--- config.mk ---
export PLATFORM = sky130hd
export DESIGN_NAME = stco_top
export DESIGN_NICKNAME = d
export VERILOG_FILES = /design/src/logic/stco_div.v /design/src/logic/stco_top.v
export VERILOG_INCLUDE_DIRS = /design/src /design/src/common
export SDC_FILE = /design/constraint.sdc
export NUM_CORES = 1
export LEC_CHECK = 0
export BUFFER_PORTS_ARGS = -buffer_cell sky130_fd_sc_hd__buf_2
export CAP_MARGIN = 20
export CORE_ASPECT_RATIO = 1.25
export CORE_MARGIN = 5
export CORE_UTILIZATION = 43
export CTS_CLUSTER_DIAMETER = 100
export CTS_CLUSTER_SIZE = 25
export DETAILED_ROUTE_END_ITERATION = 10
export PLACE_DENSITY = 0.73
export RECOVER_POWER = 50
export SYNTH_ARGS = -nofsm -noshare
export SYNTH_HDL_FRONTEND = slang
export SYNTH_SLANG_ARGS = --single-unit
--- constraint.sdc ---
create_clock -name sys_clk -period 4.7 [get_ports sys_clk]
set_input_delay 0.235 -clock sys_clk [delete_from_list [all_inputs] [get_ports sys_clk]]
set_output_delay 0.235 -clock sys_clk [all_outputs]
set_load 0.02 [all_outputs]
--- src/common/stco_regs.vh ---
/*
 * Constants for the start-up timer and clock-output block: register
 * field layout, reset values, divider encodings and timing counts.
 * Assumes inclusion by bare name from the design files.
 */
`ifndef STCO_REGS_VH
`define STCO_REGS_VH

// Clock output control register layout
`define STCO_CFG_WIDTH 8
`define STCO_SEL_MSB 2
`define STCO_SEL_LSB 0
`define STCO_SEL_RESET 3'h4

// Output divider select codes
`define STCO_SEL_OFF 3'h0
`define STCO_SEL_DIV1 3'h1
`define STCO_SEL_DIV2 3'h2
`define STCO_SEL_DIV3 3'h3
`define STCO_SEL_DIV4 3'h4
`define STCO_SEL_DIV8 3'h5

// Status register layout
`define STCO_STAT_RDY_BIT 0

// Clock rates in MHz
`define STCO_SYS_CLK_MHZ 100
`define STCO_MAIN_CLK_MHZ 25

// Start-up delay in microseconds and in main oscillator cycles
`define STCO_STARTUP_TIME_US 300
`define STCO_STARTUP_CYCLES 13'h1D4C

// Pulse-free gap on a ratio change, in half main periods (2 main periods)
`define STCO_GAP_HALF_TICKS 4'h4

`endif

--- src/logic/stco_div.v ---
/*
 * Divider core for the clock output: produces a 50 % duty level whose
 * half period is a whole number of half main-clock periods.
 * Assumes a one-cycle half-period enable and a run level from the top.
 */
`timescale 1ns/1ns

module stco_div
(
	// Clock and reset
	input wire sys_clk,
	input wire reset_n,
	// Control
	input wire half_tick,
	input wire run,
	input wire [3:0] half_len,
	// Result
	output reg level,
	output reg fall
);

reg [3:0] phase_cnt;

// ************************************************************
// Phase counter and output level
// ************************************************************

// Starts low, first rise after one full half period
always @(posedge sys_clk)
begin
	if (!reset_n || !run)
	begin
		phase_cnt <= 4'h0;
		level <= 1'b0;
		fall <= 1'b0;
	end
	else if (half_tick)
	begin
		if (phase_cnt == half_len - 4'h1)
		begin
			phase_cnt <= 4'h0;
			level <= ~level;
			fall <= level; // Pulse as high phase ends
		end
		else
		begin
			phase_cnt <= phase_cnt + 4'h1;
			fall <= 1'b0;
		end
	end
	else
	begin
		fall <= 1'b0;
	end
end

endmodule // stco_div

--- src/logic/stco_top.v ---
/*
 * Oscillator start-up timer and programmable clock output.
 * sys_clk is the 100 MHz core clock; the 25 MHz main clock and its
 * half periods are one-cycle enables derived from it. power_down and
 * the register strobes come from logic on the same clock.
 */
`timescale 1ns/1ns
`include "stco_regs.vh"

module stco_top
#(
	parameter [12:0] STARTUP_CYCLES = `STCO_STARTUP_CYCLES
)
(
	// Clock and reset
	input wire sys_clk,
	input wire reset_n,
	// Power control
	input wire power_down,
	// Clock output control register access
	input wire cfg_wr,
	input wire [7:0] cfg_wr_data,
	output reg [7:0] cfg_rd_data,
	// Status
	output reg [7:0] status_rd_data,
	output reg clock_ready_flag,
	// Clock output pin
	output reg clock_output_pin
);

// ************************************************************
// Constants and functions
// ************************************************************

// Last count of the core cycles in one main oscillator period
localparam integer MAIN_DIV_LAST_I = (`STCO_SYS_CLK_MHZ / `STCO_MAIN_CLK_MHZ) - 1;
localparam [1:0] MAIN_DIV_LAST = MAIN_DIV_LAST_I[1:0];

// Clock output sequencer states
localparam [1:0] ST_WAIT = 2'b00;
localparam [1:0] ST_OFF = 2'b01;
localparam [1:0] ST_GAP = 2'b10;
localparam [1:0] ST_RUN = 2'b11;

// Half period of the output in half main periods
function [3:0] sel_half_len;
	input [2:0] sel;
	begin
		case (sel)
			`STCO_SEL_DIV1: sel_half_len = 4'h1;
			`STCO_SEL_DIV2: sel_half_len = 4'h2;
			`STCO_SEL_DIV3: sel_half_len = 4'h3;
			`STCO_SEL_DIV4: sel_half_len = 4'h4;
			`STCO_SEL_DIV8: sel_half_len = 4'h8;
			default: sel_half_len = 4'h8; // Reserved codes run slowest
		endcase
	end
endfunction

// ************************************************************
// Declarations
// ************************************************************

reg [1:0] main_div_cnt;
reg half_tick;
reg main_tick;
reg [2:0] out_sel;
reg [12:0] timer_cnt;
reg timer_busy;
reg timer_expired;
reg power_down_q;
reg [1:0] state;
reg [2:0] active_sel;
reg [3:0] gap_cnt;
reg div_run;
wire div_level;
wire div_fall;
wire wake;
wire sel_changed;

// ************************************************************
// Main clock enables
// ************************************************************

// Half-period enable every two core cycles, main enable every four
always @(posedge sys_clk)
begin
	if (!reset_n)
	begin
		main_div_cnt <= 2'h0;
		half_tick <= 1'b0;
		main_tick <= 1'b0;
		power_down_q <= 1'b0;
	end
	else
	begin
		main_div_cnt <= main_div_cnt + 2'h1;
		half_tick <= main_div_cnt[0];
		main_tick <= (main_div_cnt == MAIN_DIV_LAST);
		power_down_q <= power_down; // Delayed level for wake detection
	end
end

// ************************************************************
// Clock output control register
// ************************************************************

// Only power-on reset restores the default select; upper read-back bits zero
always @(posedge sys_clk)
begin
	if (!reset_n)
	begin
		out_sel <= `STCO_SEL_RESET;
		cfg_rd_data <= 8'h00;
	end
	else
	begin
		cfg_rd_data <= {5'h00, out_sel};
		if (cfg_wr)
		begin
			out_sel <= cfg_wr_data[`STCO_SEL_MSB:`STCO_SEL_LSB];
		end
		// No soft or pin reset input reaches this register
	end
end

// ************************************************************
// Start-up delay timer
// ************************************************************

// Wake is the fall of the power-down level
assign wake = power_down_q && !power_down;

// Counts main cycles after power-on reset or wake
always @(posedge sys_clk)
begin
	if (!reset_n)
	begin
		timer_cnt <= 13'h0000;
		timer_busy <= 1'b1;
		timer_expired <= 1'b0;
	end
	else if (wake)
	begin
		timer_cnt <= 13'h0000;
		timer_busy <= 1'b1;
		timer_expired <= 1'b0;
	end
	else if (power_down)
	begin
		timer_cnt <= 13'h0000;
		timer_expired <= 1'b0;
	end
	else if (timer_busy && main_tick)
	begin
		if (timer_cnt == STARTUP_CYCLES - 13'h0001)
		begin
			timer_busy <= 1'b0;
			timer_expired <= 1'b1;
		end
		else
		begin
			timer_cnt <= timer_cnt + 13'h0001;
			timer_expired <= 1'b0;
		end
	end
	else
	begin
		timer_expired <= 1'b0;
	end
end

// Ready flag: cleared on restart, set on expiry
always @(posedge sys_clk)
begin
	if (!reset_n)
	begin
		clock_ready_flag <= 1'b0;
	end
	else if (timer_expired)
	begin
		clock_ready_flag <= 1'b1;
	end
	else if (wake || power_down)
	begin
		clock_ready_flag <= 1'b0;
	end
end

// Status byte seen by software polling for readiness
always @(posedge sys_clk)
begin
	if (!reset_n)
	begin
		status_rd_data <= 8'h00;
	end
	else
	begin
		status_rd_data <= 8'h00;
		status_rd_data[`STCO_STAT_RDY_BIT] <= clock_ready_flag;
	end
end

// ************************************************************
// Clock output sequencer
// ************************************************************

// Pending change of select while running
assign sel_changed = (out_sel != active_sel);

// Waits for first expiry, then stops only at a falling edge
always @(posedge sys_clk)
begin
	if (!reset_n)
	begin
		state <= ST_WAIT;
		active_sel <= `STCO_SEL_OFF;
		gap_cnt <= 4'h0;
		div_run <= 1'b0;
	end
	else
	begin
		case (state)
			ST_WAIT:
			begin
				div_run <= 1'b0;
				gap_cnt <= 4'h0;
				if (timer_expired)
				begin
					state <= (out_sel == `STCO_SEL_OFF) ? ST_OFF : ST_GAP;
				end
			end
			ST_OFF:
			begin
				div_run <= 1'b0;
				gap_cnt <= 4'h0;
				active_sel <= `STCO_SEL_OFF;
				if (out_sel != `STCO_SEL_OFF)
				begin
					state <= ST_GAP;
				end
			end
			ST_GAP:
			begin
				div_run <= 1'b0;
				if (half_tick)
				begin
					if (gap_cnt == `STCO_GAP_HALF_TICKS - 4'h1)
					begin
						gap_cnt <= 4'h0;
						if (out_sel == `STCO_SEL_OFF)
						begin
							state <= ST_OFF;
						end
						else
						begin
							active_sel <= out_sel;
							div_run <= 1'b1;
							state <= ST_RUN;
						end
					end
					else
					begin
						gap_cnt <= gap_cnt + 4'h1;
					end
				end
			end
			ST_RUN:
			begin
				// Cut only as a high phase ends, never inside one
				if (sel_changed && div_fall)
				begin
					div_run <= 1'b0;
					gap_cnt <= 4'h0;
					state <= ST_GAP;
				end
			end
			default:
			begin
				state <= ST_WAIT;
				div_run <= 1'b0;
				gap_cnt <= 4'h0;
			end
		endcase
	end
end

// ************************************************************
// Divider and pin
// ************************************************************

// New divider starts low for a full half period
stco_div u_div
(
	.sys_clk(sys_clk),
	.reset_n(reset_n),
	.half_tick(half_tick),
	.run(div_run),
	.half_len(sel_half_len(active_sel)),
	.level(div_level),
	.fall(div_fall)
);

// Pin follows the divider; power-down does not stop it
always @(posedge sys_clk)
begin
	if (!reset_n)
	begin
		clock_output_pin <= 1'b0;
	end
	else
	begin
		clock_output_pin <= div_level && (state == ST_RUN);
	end
end

endmodule // stco_top

==> impl_metrics.py <==
metrics = {
    "synthesis": {
        "synth.distinct_cells": 48,
        "synth-adder-area-share_pct": 2.96,
        "synth_top_family_by_area": "simple AND/OR/NAND/NOR gates",
        "synthCells": 231,
        "yosysWarnings": 0,
        "synth_edf_count": 0,
        "ys.flop_type": "dfxtp_1",
        "synthArstFlopShare_pct": 0,
        "synth_xor_xnor_area_share_pct": 7.03,
        "syn_avg_cell_area_um2": 9.16,
        "synthMuxAreaShare_pct": 2.84,
        "synth-compound-area-share_pct": 9.87,
        "ys_seq_area_share_pct": 42.6,
        "synth-simple-area-share_pct": 28.1,
        "ys_seq_elements": 45,
        "synth.cell_area_um2": 2120,
    },
    "finish": {
        "stdcell_area_um2": 2260,
        "mostFrequentLayoutCells": "dfxtp_1 (45), nand2_1 (21), nor2_1 (19), conb_1 (12), xor2_1 (10)",
        "fin_nets": 259,
        "diodes": 0,
        "layout_commonest_cell": "dfxtp_1",
        "multi_input_comb_area_um2": 1120,
        "drive_above_1_share_pct": 9.88,
        "nFillCells": 481,
        "regArea_um2": 901,
        "syn2layout_area_growth_pct": 6.86,
    },
    "route": {
        "antenna_left": 0,
        "num_vias": 1537,
        "drtPass1Iterations": 4,
        "drtIter0Drc": 69,
        "routed_wl_um": 3680,
        "vias_per_cell": 5.07,
        "wire_per_inst_um": 12.1,
        "drc": 0,
    },
    "clocking": {
        "cts_buffers": 5,
        "cts_htree_levels": 2,
        "clock_latency_ns": 0.30,
        "clock_sinks": 45,
        "cts_tree": "built",
        "cts_root_buffer": "clkbuf_8",
        "cts-resized-gates": 0,
        "clockBufferDepth": 2,
        "cts_setup_buffers": 0,
        "clk_pin_slew_ns": 0.09,
        "holdBufCountCts": 0,
    },
    "pwr": {
        "p_leak_nw": 0.781,
        "vdd_drop_max_mv": 0.181,
        "power_density_nw_per_um2": 297,
    },
    "worst_hold_path": {
        "hp-class": "in -> reg",
    },
    "flow_run": {
        "maxCapViolCount": 0,
    },
    "floorplan": {
        "die_w_um": 72.8,
        "fp.dieH_um": 88.5,
        "ioPinCount": 30,
        "fp.coreArea_um2": 4760,
        "row_count": 28,
        "start_util_pct": 44.4,
        "die_area_um2": 6440,
    },
    "sta": {
        "relSlewSlack_pct": 38.2,
        "worst_slack_ns": 2.99,
        "hold_viol": 0,
        "max_freq_ghz": 0.584,
        "fin_crit_sh_pct": 36.4,
        "tns_ns": 0,
        "worstMarginPinSlew_ns": 0.928,
        "setup_viol": 0,
        "drv_slew": 0,
        "rsz0062_at_grt": "false",
        "skew_ns": 0.0110,
        "post-route-min-period_ns": 1.71,
    },
    "outcome": {
        "status": "completed",
    },
    "place": {
        "dp_slack_ns": 2.99,
        "dp_hpwl_um": 2690,
        "gp_congestion": 0.824,
        "place_area_um2": 2170,
        "place.port_buffers": 12,
    },
    "worst_setup_path": {
        "cp_max_fo": 6,
        "endpoint_kind": "register",
        "crit_type": "reg -> reg",
        "crit_path_start_kind": "register",
        "worst-endpoint-arrival_ns": 1.96,
        "crit_required_ns": 4.94,
    },
    "global_route": {
        "track_usage_pct": 12.5,
        "antenna_found_initial": 0,
        "first_global_vias": 1460,
        "grt_pass1_wl_um": 6330,
        "overflow": 0,
        "grt_max_degree": 28,
    },
}
area by class of cell:
type,count,share of cell area (%)
Multi-Input combinational cell,173,49.5
Sequential cell,45,39.8
Clock buffer,6,3.65
Tap cell,60,3.32
Timing Repair Buffer,12,2.27
Inverter,5,0.830
Clock inverter,2,0.608
kinds of logic (layout without fill, tap and decap cells):
logic type / after synthesis / count (layout)
other: 1 / 12
adder cells (fa/ha/maj): 5 / 5
XOR/XNOR: 17 / 17
AO/OA/AOI/OAI: 30 / 30
AND/OR/NAND/NOR: 103 / 103
buffers and inverters: 24 / 25
multiplexers: 6 / 6
flip-flops: 45 / 45
synthesized netlist by cell type, types with 2 or more instances:
library cell	n	area, um^2
nor2_1	19	71.3
a31oi_1	4	25.0
xor2_1	10	87.6
mux2i_1	6	60.1
nor2b_1	3	18.8
ha_1	5	62.6
o21ai_0	4	20.0
buf_4	12	90.1
nand3b_1	4	30.0
nor3_1	7	35.0
nand4_1	7	43.8
nand3_1	8	40.0
and3_1	2	12.5
o22ai_1	3	18.8
nand2b_1	7	43.8
a21oi_1	6	30.0
xnor2_1	7	61.3
or3_1	2	12.5
and2_1	9	56.3
clkbuf_1	4	15.0
nand2_1	21	78.8
or3b_1	2	17.5
dfxtp_1	45	901
buf_2	2	10.0
o21ai_1	3	15.0
inv_1	5	18.8
and4_1	3	26.3
layer usage:
layer / share of wire (%) / vias up / global-route usage (%)
met4: 1.4 / 0 / 5.03
met1: 43 / 709 / 13.2
met5: 0 / - / 0
li1: - / 801 / -
met2: 51 / 20 / 22.4
met3: 4.0 / 7 / 4.32
worst max-delay path, cell delays in order (launching register included):
cell,delay (ns)
dfxtp_1,0.35
nand2b_1,0.19
ha_1,0.31
xor2_1,0.14
o2111ai_1,0.13
a21oi_2,0.30
and4_1,0.23
stage by stage:
stage,instances,power [mW],utilization [%],hold slack (ns)
final,303,0.671,47.5,0.153
after global routing,303,0.703,47.5,0.163
after CTS,303,0.684,47.7,0.139
after detailed placement,295,0.433,45.6,0.438
after global placement,295,0.433,45.6,0.427
after floorplan,242,0.433,-,0.357
state kept, by name, summed over array words and instances (netlist names), 2 cells and up:
signal,flops
timer_cnt,13
gap_cnt,4
u_div.phase_cnt,4
active_sel,3
cfg_rd_data,3
out_sel,3
main_div_cnt,2
state,2
where the power goes:
part	total, mW	internal [mW]	switching [mW]
Sequential	0.392	0.387	0.00577
Clock	0.248	0.119	0.129
Combinational	0.0311	0.00910	0.0220
Total	0.671	0.515	0.156
final timing paths:
kind	start	end	slack [ns]	depth (start not counted)
setup reg to reg	active_sel[2]$_SDFFE_PN0P_	u_div.fall$_SDFF_PP0_	2.99	6
hold / removal	cfg_wr_data[2]	out_sel[2]$_SDFFE_PN1P_	0.15	3
setup / recovery	active_sel[2]$_SDFFE_PN0P_	u_div.fall$_SDFF_PP0_	2.99	6
hold reg to reg	main_div_cnt[0]$_SDFF_PN0_	main_div_cnt[0]$_SDFF_PN0_	0.45	1
Power figures use the tool's default switching activity.
